<file path="config.mk">
export PLATFORM = sky130hd
export DESIGN_NAME = etd_ctrl
export DESIGN_NICKNAME = d
export VERILOG_FILES = /design/src/etd_pkg.sv /design/src/etd_tickgen.sv /design/src/etd_nvbyte.sv /design/src/etd_ctrl.sv
export SDC_FILE = /design/constraint.sdc
export NUM_CORES = 1
export LEC_CHECK = 0
export BUFFER_PORTS_ARGS = -buffer_cell sky130_fd_sc_hd__buf_2
export CELL_PAD_IN_SITES_DETAIL_PLACEMENT = 0
export CELL_PAD_IN_SITES_GLOBAL_PLACEMENT = 1
export CORE_MARGIN = 3
export CORE_UTILIZATION = 30
export DETAILED_ROUTE_END_ITERATION = 10
export HOLD_SLACK_MARGIN = 0.06
export MAX_ROUTING_LAYER = met4
export PLACE_DENSITY_LB_ADDON = 0.05
export SETUP_SLACK_MARGIN = 0.15
export SKIP_LAST_GASP = 1
export SLEW_MARGIN = 20
export SYNTH_ARGS = -nofsm -noshare
export SYNTH_HDL_FRONTEND = slang
export SYNTH_HIERARCHICAL = 1
export SYNTH_SLANG_ARGS = --single-unit
</file>
<file path="constraint.sdc">
create_clock -name hclk -period 5.85 [get_ports hclk]
set_clock_uncertainty 0.1 [all_clocks]
set_input_delay 0.2925 -clock hclk [delete_from_list [all_inputs] [get_ports hclk]]
set_output_delay 0.2925 -clock hclk [all_outputs]
set_load 0.005 [all_outputs]
</file>
<file path="src/etd_pkg.sv">
// Shared constants, register map and types for the EEPROM timebase divider controller
package etd_pkg;

  ////////////////////////////////////////////////////////////////////////////
  // Register byte offsets
  localparam logic [7:0] ETD_OFS_DIV_HI = 8'h00;
  localparam logic [7:0] ETD_OFS_DIV_LO = 8'h04;
  localparam logic [7:0] ETD_OFS_SH_HI = 8'h08;
  localparam logic [7:0] ETD_OFS_SH_LO = 8'h0c;
  localparam logic [7:0] ETD_OFS_CTRL = 8'h10;
  localparam logic [7:0] ETD_OFS_STAT = 8'h14;

  ////////////////////////////////////////////////////////////////////////////
  // Field layout and values after reset
  localparam int ETD_DIV_W = 11;
  localparam int ETD_LOCK_BIT = 7;
  localparam int ETD_LOST_BIT = 4;
  localparam logic [7:0] ETD_DIVH_MASK = 8'h87;
  localparam logic [7:0] ETD_DIVH_RST = 8'h00;
  localparam logic [7:0] ETD_DIVL_RST = 8'h00;
  localparam logic [7:0] ETD_SHADOW_FACTORY = 8'hff;
  localparam logic [7:0] ETD_ERASED = 8'hff;
  localparam int ETD_TICK_US = 35;
  localparam int ETD_SEQ_TICKS = 16;

  ////////////////////////////////////////////////////////////////////////////
  // Types
  typedef struct packed {
    logic ref_sel;
    logic erase_sel;
    logic bus_latch;
    logic pump_en;
  } etd_ctrl_t;

  typedef struct packed {
    logic wait_seen;
    logic armed;
    logic lost;
    logic blocked;
    logic deny;
    logic hv_on;
    logic busy;
  } etd_stat_t;

  typedef enum logic [3:0] {
    ST_IDLE = 4'b0001,
    ST_RUN = 4'b0010,
    ST_HALT = 4'b0100,
    ST_DONE = 4'b1000
  } etd_state_t;

  typedef enum logic [1:0] {
    TGT_NONE = 2'h0,
    TGT_ARR = 2'h1,
    TGT_HI = 2'h2,
    TGT_LO = 2'h3
  } etd_tgt_t;

  function automatic logic etd_hit(input logic [7:0] a, input logic [7:0] o);
    etd_hit = (a == o);
  endfunction : etd_hit

endpackage : etd_pkg

</file>
<file path="src/etd_tickgen.sv">
// Timebase counter that divides the selected reference rate into a tick
`timescale 1ns/1ps
module etd_tickgen #(
  parameter int DIV_W = 11
) (
  input wire logic hclk, // System clock
  input wire logic hresetn, // Async reset, active low
  input wire logic run, // Counter may advance
  input wire logic ref_en, // One reference period elapsed
  input wire logic [DIV_W-1:0] divisor, // Terminal count
  output logic tick // One-cycle timebase pulse
);
  logic [DIV_W-1:0] cnt_q;
  logic tick_q;
  wire hit = run && ref_en && (cnt_q == divisor);

  always_ff @(posedge hclk or negedge hresetn) begin
    if (!hresetn) begin
      cnt_q <= '0;
      tick_q <= 1'b0;
    end else begin
      tick_q <= hit;
      if (hit) begin
        cnt_q <= '0;
      end else if (run && ref_en) begin
        cnt_q <= cnt_q + 1'b1;
      end
    end
  end

  assign tick = tick_q;
endmodule : etd_tickgen

</file>
<file path="src/etd_nvbyte.sv">
// One nonvolatile shadow byte, kept across system reset, erased or programmed on commit
`timescale 1ns/1ps
module etd_nvbyte #(
  parameter logic [7:0] FACTORY = 8'hff
) (
  input wire logic hclk, // System clock
  input wire logic por_n, // Power-on reset, active low
  input wire logic commit, // Finish an erase or program
  input wire logic erase, // 1 erase, 0 program
  input wire logic [7:0] wdata, // Byte to program
  output logic [7:0] q // Stored byte
);
  import etd_pkg::*;

  logic [7:0] mem_q;

  // Only power-on loads the factory byte; system reset must not touch the stored byte
  always_ff @(posedge hclk or negedge por_n) begin
    if (!por_n) begin
      mem_q <= FACTORY;
    end else if (commit) begin
      mem_q <= erase ? ETD_ERASED : wdata;
    end
  end

  assign q = mem_q;
endmodule : etd_nvbyte

</file>
<file path="src/etd_ctrl.sv">
// Top: EEPROM timebase divider registers, shadow bytes and stop/wait sequencing
//
// How it works
// 11-bit divisor divides selected reference into tick
// Divisor reads always; writes need latch 0, unlock
// Software picks divisor as rounded frequency times 35us
// Software loads divisor before any program or erase
// Every reset copies shadow bytes into divider registers
// Shadows erased and programmed like array bytes
// Shadow operations blocked when lock bit is one
// Shadow lock zero at reset locks everything forever
// Wait mode leaves running sequence untouched
// Stop cuts power; software avoids stop mid-sequence
// Stop with latch and pump halts, restarts, denies
// Stop with latch only aborts; data integrity lost
// Lock bit one unlocked, zero locks both registers
// Bus latch configures buses for programming; reset clears
// Counter ticks once at divisor, then restarts
`timescale 1ns/1ps
module etd_ctrl
  import etd_pkg::*;
#(
  parameter int SEQ_TICKS = etd_pkg::ETD_SEQ_TICKS,
  parameter logic [7:0] FACTORY_HI = etd_pkg::ETD_SHADOW_FACTORY,
  parameter logic [7:0] FACTORY_LO = etd_pkg::ETD_SHADOW_FACTORY
) (
  input wire logic hclk, // System clock
  input wire logic hresetn, // System reset, active low
  input wire logic por_n, // Power-on reset for shadow bytes
  input wire logic hsel, // Slave select
  input wire logic [31:0] haddr, // Byte address
  input wire logic [1:0] htrans, // Transfer type
  input wire logic hwrite, // Write when high
  input wire logic [2:0] hsize, // Transfer size, word only
  input wire logic hready, // Bus ready in
  input wire logic [31:0] hwdata, // Write data
  output logic [31:0] hrdata, // Read data
  output logic hreadyout, // Always ready
  output logic hresp, // Always OKAY
  input wire logic xtal_ref_en, // Crystal reference period pulse
  input wire logic stop_mode, // Processor in stop
  input wire logic wait_mode, // Processor in wait
  input wire logic arr_wr, // Array byte written while latched
  output logic tb_tick, // Timebase tick pulse
  output logic hv_on, // High voltage applied
  output logic array_deny // Array access refused
);
  import etd_pkg::*;

  localparam int CW = $clog2(SEQ_TICKS) + 1;
  localparam logic [CW-1:0] SEQ_LAST = CW'(SEQ_TICKS - 1);

  ////////////////////////////////////////////////////////////////////////////
  // Bus slave
  logic wr_pend_q;
  logic [7:0] wa_q;
  logic [31:0] hrdata_q;
  logic [31:0] rd_d;
  wire acc = hsel && hready && htrans[1];
  wire [7:0] aa = haddr[7:0];

  always_ff @(posedge hclk or negedge hresetn) begin
    if (!hresetn) begin
      wr_pend_q <= 1'b0;
      wa_q <= 8'h00;
      hrdata_q <= 32'h0000_0000;
    end else begin
      wr_pend_q <= acc && hwrite;
      if (acc) begin
        wa_q <= aa;
      end
      if (acc && !hwrite) begin
        hrdata_q <= rd_d;
      end
    end
  end

  assign hrdata = hrdata_q;
  assign hreadyout = 1'b1;
  assign hresp = 1'b0;

  wire w_dh = wr_pend_q && etd_hit(wa_q, ETD_OFS_DIV_HI);
  wire w_dl = wr_pend_q && etd_hit(wa_q, ETD_OFS_DIV_LO);
  wire w_sh = wr_pend_q && etd_hit(wa_q, ETD_OFS_SH_HI);
  wire w_sl = wr_pend_q && etd_hit(wa_q, ETD_OFS_SH_LO);
  wire w_ct = wr_pend_q && etd_hit(wa_q, ETD_OFS_CTRL);
  wire w_st = wr_pend_q && etd_hit(wa_q, ETD_OFS_STAT);

  ////////////////////////////////////////////////////////////////////////////
  // Divider registers and reset load from the shadows
  logic [7:0] div_hi_q;
  logic [7:0] div_lo_q;
  logic load_q;
  logic armed_q;
  logic [7:0] sh_hi;
  logic [7:0] sh_lo;
  etd_ctrl_t ctrl_q;

  wire lock_live = div_hi_q[ETD_LOCK_BIT];
  wire div_wr_ok = !ctrl_q.bus_latch && lock_live && !load_q;

  // Shadows are caught one edge after release, never by the reset itself
  always_ff @(posedge hclk or negedge hresetn) begin
    if (!hresetn) begin
      load_q <= 1'b1;
      armed_q <= 1'b0;
      div_hi_q <= ETD_DIVH_RST;
      div_lo_q <= ETD_DIVL_RST;
    end else if (load_q) begin
      load_q <= 1'b0;
      div_hi_q <= sh_hi & ETD_DIVH_MASK;
      div_lo_q <= sh_lo;
      armed_q <= !sh_hi[ETD_LOCK_BIT];
    end else begin
      if (w_dh && div_wr_ok) begin
        div_hi_q <= hwdata[7:0] & ETD_DIVH_MASK;
      end
      if (w_dl && div_wr_ok) begin
        div_lo_q <= hwdata[7:0];
      end
    end
  end

  wire [ETD_DIV_W-1:0] divisor = {div_hi_q[2:0], div_lo_q};

  ////////////////////////////////////////////////////////////////////////////
  // Control register
  always_ff @(posedge hclk or negedge hresetn) begin
    if (!hresetn) begin
      ctrl_q <= '0;
    end else if (w_ct) begin
      ctrl_q <= etd_ctrl_t'(hwdata[3:0]);
    end
  end

  ////////////////////////////////////////////////////////////////////////////
  // Timebase
  // Bus clock reference counts every hclk; crystal needs its period pulse
  wire ref_en = ctrl_q.ref_sel ? xtal_ref_en : 1'b1;
  wire tick;

  // Stop freezes the divider so the timebase draws no switching power
  etd_tickgen #(
    .DIV_W(ETD_DIV_W)
  ) u_tick (
    .hclk(hclk),
    .hresetn(hresetn),
    .run(!stop_mode),
    .ref_en(ref_en),
    .divisor(divisor),
    .tick(tick)
  );

  assign tb_tick = tick;

  ////////////////////////////////////////////////////////////////////////////
  // Program and erase sequence
  etd_state_t st_q;
  etd_state_t st_d;
  etd_tgt_t tgt_q;
  logic [7:0] data_q;
  logic [CW-1:0] cnt_q;
  logic [CW-1:0] cnt_d;
  logic commit;
  logic abort;
  logic lost_set;
  logic lost_q;

  wire latch = ctrl_q.bus_latch;
  wire pump = ctrl_q.pump_en;
  wire pend = (tgt_q != TGT_NONE);
  wire blocked = lock_live || sh_hi[ETD_LOCK_BIT] || armed_q;

  always_comb begin
    st_d = st_q;
    cnt_d = cnt_q;
    commit = 1'b0;
    abort = 1'b0;
    lost_set = 1'b0;
    case (st_q)
      ST_IDLE: begin
        if (stop_mode && latch && pend) begin
          abort = 1'b1;
          lost_set = 1'b1;
        end else if (!stop_mode && latch && pump && pend) begin
          st_d = ST_RUN;
          cnt_d = '0;
        end
      end
      ST_RUN: begin
        if (stop_mode) begin
          lost_set = 1'b1;
          if (latch && pump) begin
            st_d = ST_HALT;
          end else begin
            st_d = ST_IDLE;
            abort = 1'b1;
          end
        end else if (!(latch && pump)) begin
          st_d = ST_IDLE;
          abort = 1'b1;
        end else if (tick) begin
          // Wait mode is not looked at here: the sequence keeps going
          if (cnt_q == SEQ_LAST) begin
            st_d = ST_DONE;
            commit = 1'b1;
          end else begin
            cnt_d = cnt_q + 1'b1;
          end
        end
      end
      ST_HALT: begin
        if (!stop_mode) begin
          st_d = ST_RUN;
          cnt_d = '0;
        end
      end
      ST_DONE: begin
        if (!pump) begin
          st_d = ST_IDLE;
        end
      end
      default: begin
        st_d = ST_IDLE;
      end
    endcase
  end

  wire idle = (st_q == ST_IDLE);
  wire take_sh = latch && idle && !stop_mode;

  always_ff @(posedge hclk or negedge hresetn) begin
    if (!hresetn) begin
      st_q <= ST_IDLE;
      cnt_q <= '0;
      tgt_q <= TGT_NONE;
      data_q <= 8'h00;
    end else begin
      st_q <= st_d;
      cnt_q <= cnt_d;
      if (commit || abort || !latch) begin
        tgt_q <= TGT_NONE;
      end else if (take_sh && w_sh) begin
        tgt_q <= TGT_HI;
        data_q <= hwdata[7:0];
      end else if (take_sh && w_sl) begin
        tgt_q <= TGT_LO;
        data_q <= hwdata[7:0];
      end else if (take_sh && arr_wr) begin
        tgt_q <= TGT_ARR;
      end
    end
  end

  // Set wins over a software clear in the same cycle
  always_ff @(posedge hclk or negedge hresetn) begin
    if (!hresetn) begin
      lost_q <= 1'b0;
    end else if (lost_set) begin
      lost_q <= 1'b1;
    end else if (w_st && hwdata[ETD_LOST_BIT]) begin
      lost_q <= 1'b0;
    end
  end

  wire commit_hi = commit && (tgt_q == TGT_HI) && !blocked;
  wire commit_lo = commit && (tgt_q == TGT_LO) && !blocked;

  etd_nvbyte #(
    .FACTORY(FACTORY_HI)
  ) u_sh_hi (
    .hclk(hclk),
    .por_n(por_n),
    .commit(commit_hi),
    .erase(ctrl_q.erase_sel),
    .wdata(data_q),
    .q(sh_hi)
  );

  etd_nvbyte #(
    .FACTORY(FACTORY_LO)
  ) u_sh_lo (
    .hclk(hclk),
    .por_n(por_n),
    .commit(commit_lo),
    .erase(ctrl_q.erase_sel),
    .wdata(data_q),
    .q(sh_lo)
  );

  assign hv_on = (st_q == ST_RUN) && !stop_mode;
  assign array_deny = (st_q == ST_RUN) || (st_q == ST_HALT);

  ////////////////////////////////////////////////////////////////////////////
  // Read selection
  etd_stat_t stat;
  assign stat = '{wait_seen: wait_mode, armed: armed_q, lost: lost_q,
                  blocked: blocked, deny: array_deny, hv_on: hv_on, busy: !idle};

  wire [7:0] sh_hi_rd = array_deny ? 8'h00 : sh_hi;
  wire [7:0] sh_lo_rd = array_deny ? 8'h00 : sh_lo;

  assign rd_d = etd_hit(aa, ETD_OFS_DIV_HI) ? {24'h000000, div_hi_q} :
                etd_hit(aa, ETD_OFS_DIV_LO) ? {24'h000000, div_lo_q} :
                etd_hit(aa, ETD_OFS_SH_HI) ? {24'h000000, sh_hi_rd} :
                etd_hit(aa, ETD_OFS_SH_LO) ? {24'h000000, sh_lo_rd} :
                etd_hit(aa, ETD_OFS_CTRL) ? {28'h0000000, ctrl_q} :
                etd_hit(aa, ETD_OFS_STAT) ? {25'h0000000, stat} :
                32'h0000_0000;
endmodule : etd_ctrl

</file>
### Yosys cells after proc, flatten, opt, wreduce, memory -nomap -nowiden

Cells that the tools add are included.

| word-level totals | value |
|---|---|
| logic and storage cells | 161 |
| bits of input ports | 79 |
| output and inout port bits | 37 |
| register bits after elaboration | 111 |

| operators by class | value |
|---|---|
| equality and inequality tests | 28 |
| reductions and logical operators | 58 |
| bitwise logic cells | 1 |
| muxes and demuxes | 52 |
| $add $sub $neg | 2 |

Operator list:

| operator | count |
|---|---|
| 8-bit two-way mux | 13 |
| 5-bit two-way mux | 7 |
| 1-bit logical AND | 33 |
| 8-bit by 4-bit == test with 1-bit output, second input constant | 4 |
| 8-bit by 5-bit == test with 1-bit output, second input constant | 4 |
| 4-bit two-way mux | 8 |
| 11-bit two-way mux | 2 |
| 8-bit by 3-bit == test with 1-bit output, second input constant | 2 |
| 8-bit zero test | 2 |
| 4-bit one-hot mux with 4 select lines | 1 |
| 5-bit one-hot mux with 3 select lines | 1 |
| 7-bit two-way mux | 2 |
| 2-bit != test, second input constant | 6 |
| 2-bit nonzero test | 6 |
| 11-bit by 1-bit adder with 11-bit output, second input constant | 1 |
| 11-bit == test | 1 |
| 1-bit two-way mux | 11 |
| 2-bit two-way mux | 4 |
| 8-bit AND reduction | 1 |
| 1-bit zero test | 7 |
| 6-bit AND reduction | 1 |
| 5-bit by 1-bit adder with 5-bit output, second input constant | 1 |
| 5-bit by 4-bit == test with 1-bit output, second input constant | 1 |
| 1-bit logical OR | 5 |
| other kinds (14) | 17 |

### Logic depth before layout (Yosys ltp)

| depth | value |
|---|---|
| depth after elaboration | 10 |
| depth in mapped cells | 11 |
| mapped depth without buffers | 9 |

### By module

Netlist, hierarchy kept.

By module, submodules not included:

| module | times used | seq. area each (µm²) | cells each | area each (µm²) |
|---|---|---|---|---|
| etd_ctrl | 1 | 1378.8 | 305 | 3271.9 |
| etd_nvbyte | 2 | 210.2 | 35 | 359.1 |
| etd_tickgen | 1 | 300.3 | 71 | 680.7 |

### Least setup slack after synthesis

No wires, ideal clock.

| timing | value |
|---|---|
| kind | register to register |
| from | register st_q[2] |
| to | register u_sh_hi.mem_q[4] (netlist: u_sh_hi/q[4]) |
| setup time | 0.068 ns |
| setup slack | 3.621 ns |
| period minus slack after synthesis | 2.229 ns |
| arrival | 2.061 ns |
| cell stages (with the launch flop) | 11 |
| buffers on the path | 4 |
| data required time | 5.682 ns |
| cell sequence | dfrtp_1 buf_6 or4b_1 buf_2 nor4_1 nand3_1 nor2_1 buf_6 buf_12 nor2_2 a21oi_2 |

| between the ends | value |
|---|---|
| cells in the longest elaborated chain, start to end | 4 |

RTL lines:

| element | line | text |
|---|---|---|
| start: declaration | etd_ctrl.sv:158 | `etd_state_t st_q;` |
| start signal: assignment | etd_ctrl.sv:239 | `st_q <= st_d;` |
| 4-bit by 2-bit == test with 1-bit output | etd_ctrl.sv:180 | `case (st_q)` |
| 1-bit two-way mux | etd_ctrl.sv:180 |  |
| 1-bit logical AND (2 in series) | etd_ctrl.sv:266 | `wire commit_hi = commit && (tgt_q == TGT_HI) && !blocked;` |
| named net commit_hi | etd_ctrl.sv:266 |  |
| end signal: assignment | etd_nvbyte.sv:22 | `mem_q <= erase ? ETD_ERASED : wdata;` |
| end: declaration | etd_nvbyte.sv:15 | `logic [7:0] mem_q;` |

The timed path passes the listed nets, and every way through them passes these cells.
A chain may end at the register's enable or synchronous reset.

### Worst setup path in the final report

| timing | value |
|---|---|
| from | register st_q[2] |
| to | register u_sh_lo.mem_q[2] (netlist: u_sh_lo/q[2]) |

| between the ends | value |
|---|---|
| cells in the longest elaborated chain, start to end | 4 |

RTL lines:

| element | line | text |
|---|---|---|
| 4-bit by 2-bit == test with 1-bit output | etd_ctrl.sv:180 |  |
| 1-bit two-way mux | etd_ctrl.sv:180 |  |
| 1-bit logical AND (2 in series) | etd_ctrl.sv:267 | `wire commit_lo = commit && (tgt_q == TGT_LO) && !blocked;` |
| named net commit_lo | etd_ctrl.sv:267 |  |
| end signal: assignment | etd_nvbyte.sv:22 |  |
| end: declaration | etd_nvbyte.sv:15 |  |

The timed path passes the listed nets, and every way through them passes these cells.

==> flow_summary_export.csv <==
group,metric,value,unit
clock_network,tritoncts.num_buffers,9,
placement,portBuffers,37,
logic_synthesis,synth-edff-count,0,
clock_network,h-tree-depth,3,
worst_setup_path,crit_type,"reg2reg",
clock_network,insertion_delay,350,ps
logic_synthesis,synth_async_sr_flop_share,100,%
placement,place_hpwl,8.93,mm
floorplan,num_io_pins,116,
clock_network,cts_setup_buffers,0,
worst_setup_path,cpLargestDelayFamily,"simple AND/OR/NAND/NOR gates",
floorplan,core_area,14900,um2
run_status,outcome,"finished, final reports clean",
worst_setup_path,rr_startpoint,"st_q[2]$_DFFE_PN0P_",
clock_network,hold_buffers,0,
detailed_routing,vias,3285,
placement,dpl_cell_area,4840,um2
detailed_routing,first_pass_iters,4,
worst_setup_path,worst_path_max_delay_cell,"or4b_1",
hold_path,holdCritPathClass,"in2async",
detailed_routing,via_per_inst,4.97,
sta,slew_violations,0,
worst_setup_path,r2r_slack,3160,ps
logic_synthesis,yosys.area.top_type_share,34.8,%
logic_synthesis,seq_area_frac_synth,45.0,%
worst_setup_path,cpMostUsedCell,"nor2_1",
clock_network,root_buffer,"clkbuf_16",
logic_synthesis,synth_cell_type_count,70,
power,ir_drop,132,uV
grt,grt_pass1_vias,3276,
worst_setup_path,critical_path_buf_inv_count,1,
sta,worst_pin_slew,904,ps
sta,relSlewSlack,39.7,%
sta,hold_viol,0,
detailed_routing,wirelength,12.6,mm
logic_synthesis,synth_top_area_cell,"dfrtp_1",
grt,overflow,0,
grt,antenna_found_initial,0,
power,p_leak,0.00226,uW
sta,fmax,372,MHz
clock_network,cts_sinks,83,
worst_setup_path,critPathMaxStageDelay,780,ps
sta,rsz0062_at_grt,"no",
sta,final.min_clock_period,2690,ps
flow_run,cap_violations,0,
logic_synthesis,synth_cells,446,
sta,setup-tns-final,0,ps
finish,drive_gt1_share,29.6,%
logic_synthesis,synth_ff_type,"dfrtp_1",
floorplan,die_w,131,um
detailed_routing,postRouteAntennaNets,0,
clock_network,cts_tree,"yes",
floorplan,num_rows,44,
finish,antenna_cells,0,
grt,grt_max_degree,68,
floorplan,initial_utilization,31.4,%
worst_setup_path,crit_path_start_kind,"register",
finish,stdcell_area,5120,um2
detailed_routing,drc,0,
sta,setup_viol,0,
finish,fin_nets,554,
floorplan,dieArea,17100,um2
finish,syn_to_final_growth,9.54,%
detailed_routing,wl_per_cell,19.0,um
logic_synthesis,synth_area,4670,um2
logic_synthesis,yosysWarnings,6,
worst_setup_path,r2r_cells,7,
grt,grt_usage,16.0,%
power,cellPowerDensity,284,nW/um2
logic_synthesis,avgSynthCellArea,10.5,um2
floorplan,die_y,131,um
grt,grt_pass1_wl,19.8,mm
sta,finalCritPeriodShare,45.9,%
logic_synthesis,ys_seq_elements,83,
worst_setup_path,worstPathArrival,2870,ps
placement,routabilityCongestion,0.744,
power,finalPower,1450,uW
clock_network,clk_path_buf_depth,2,
worst_setup_path,path_cells,"or4b_1 > nor4_1 > nand3_1 > nor2_1 > buf_4 > nor2_1 > a21oi_1",
worst_setup_path,r2r-end,"u_sh_lo/q[2]$_DFFE_PN1P_",
worst_setup_path,crit_required,6030,ps
clock_network,cts_resized,0,
worst_setup_path,cp-end-kind,"register",
worst_setup_path,cp_max_fo,16,
detailed_routing,drtIter0Drc,187,
clock_network,clk_pin_slew_worst_paths,70,ps
logic_synthesis,synthTopCellsByArea,"dfrtp_1, dfstp_2, mux2_2",
## registers in the layout, summed over array words and instances, names as in the netlist, 4 cells and up
name / flops
wa_q: 8
u_sh_lo/q: 8
hrdata: 8
st_q: 4
div_lo_q: 8
u_sh_hi/q: 8
div_hi_q: 4
cnt_q: 5
u_tick/cnt_q: 11
data_q: 8
## synthesized netlist by cell type, drive strengths merged, types with 2 or more instances
library cell	number
a2111o	2
conb	2
o21ai	9
a31oi	2
o211ai	3
nand4	8
o31ai	8
nor3	6
dfrtp	65
clkbuf	10
xor2	8
or2	3
nor2	57
inv	11
dfstp	18
a211oi	2
ha	3
nand4b	2
xnor2	16
nor4	8
and2	3
a2111oi	3
nand2b	7
nand2	26
buf	40
a21oi	31
mux2	45
a221oi	3
o32ai	2
a22oi	2
mux2i	2
a311oi	3
or4	2
o21a	2
nor4b	5
nand3	9
and3	2
or3	3
## power breakdown
group / leakage [uW] / switching (uW) / internal, uW
clock network: 0.000138 / 255 / 293
logic: 0.00108 / 126 / 91.9
registers: 0.00104 / 66.7 / 621
total: 0.00226 / 448 / 1010
## worst max-delay path by stage
stage | to | start | slack (ps) | depth (start not counted)
after CTS | u_sh_hi/q[3]$_DFFE_PN1P_ | st_q[2]$_DFFE_PN0P_ | 3110 | 7
final | u_sh_lo/q[2]$_DFFE_PN1P_ | st_q[2]$_DFFE_PN0P_ | 3160 | 7
after global routing | u_sh_lo/q[2]$_DFFE_PN1P_ | st_q[2]$_DFFE_PN0P_ | 2890 | 7
after global placement | u_sh_hi/q[0]$_DFFE_PN1P_ | st_q[2]$_DFFE_PN0P_ | 3130 | 7
after floorplan | u_sh_hi/q[4]$_DFFE_PN1P_ | st_q[2]$_DFFE_PN0P_ | 3620 | 10
after detailed placement | u_sh_lo/q[2]$_DFFE_PN1P_ | st_q[2]$_DFFE_PN0P_ | 3120 | 7
## per-layer routing
layer	GRT usage (%)	routed length [um]
met1	21.4	6010
met2	24.2	5900
met3	3.82	449
met4	4.66	214
met5	-	0
## stage by stage
step | hold WS, ps | util, % | std cells | setup WS, ps
finish | 45.0 | 34.4 | 661 | 3160
global route | 70.3 | 34.4 | 661 | 2890
CTS | 60.3 | 34.4 | 661 | 3110
detailed placement | 368 | 32.6 | 645 | 3120
global placement | 371 | 32.6 | 645 | 3130
floorplan | -103 | - | 471 | 3620
## kinds of logic after synthesis
group,after synthesis,synth area share [%]
fa+ha+maj,3,0.804
buf+inv,61,8.68
xor+xnor,24,4.50
flops,83,45.0
simple gates,146,16.9
compound gates,80,12.1
mux,47,11.9
other cells,2,0.161
## area by class of cell
class / count / area, um2
repair buffers: 40 / 208
well taps: 184 / 230
fillers: 1537 / 9750
clock inverters: 6 / 48.8
clock buffers: 10 / 229
flip-flops and latches: 83 / 2100
multi-input cells: 327 / 2260
inverters: 11 / 41.3
## layout by cell type, fill, tap and decap left out, drive strengths merged, types with 7 or more instances in the layout
cell,n
inv,14
clkbuf,10
conb,27
mux2,45
nand4,8
dfrtp,65
o21ai,9
nor2,57
nand3,9
xor2,8
nand2b,7
buf,40
nor4,8
xnor2,16
a21oi,31
nand2,26
o31ai,8
dfstp,18
Note: power is estimated with default switching activity, not from simulation.
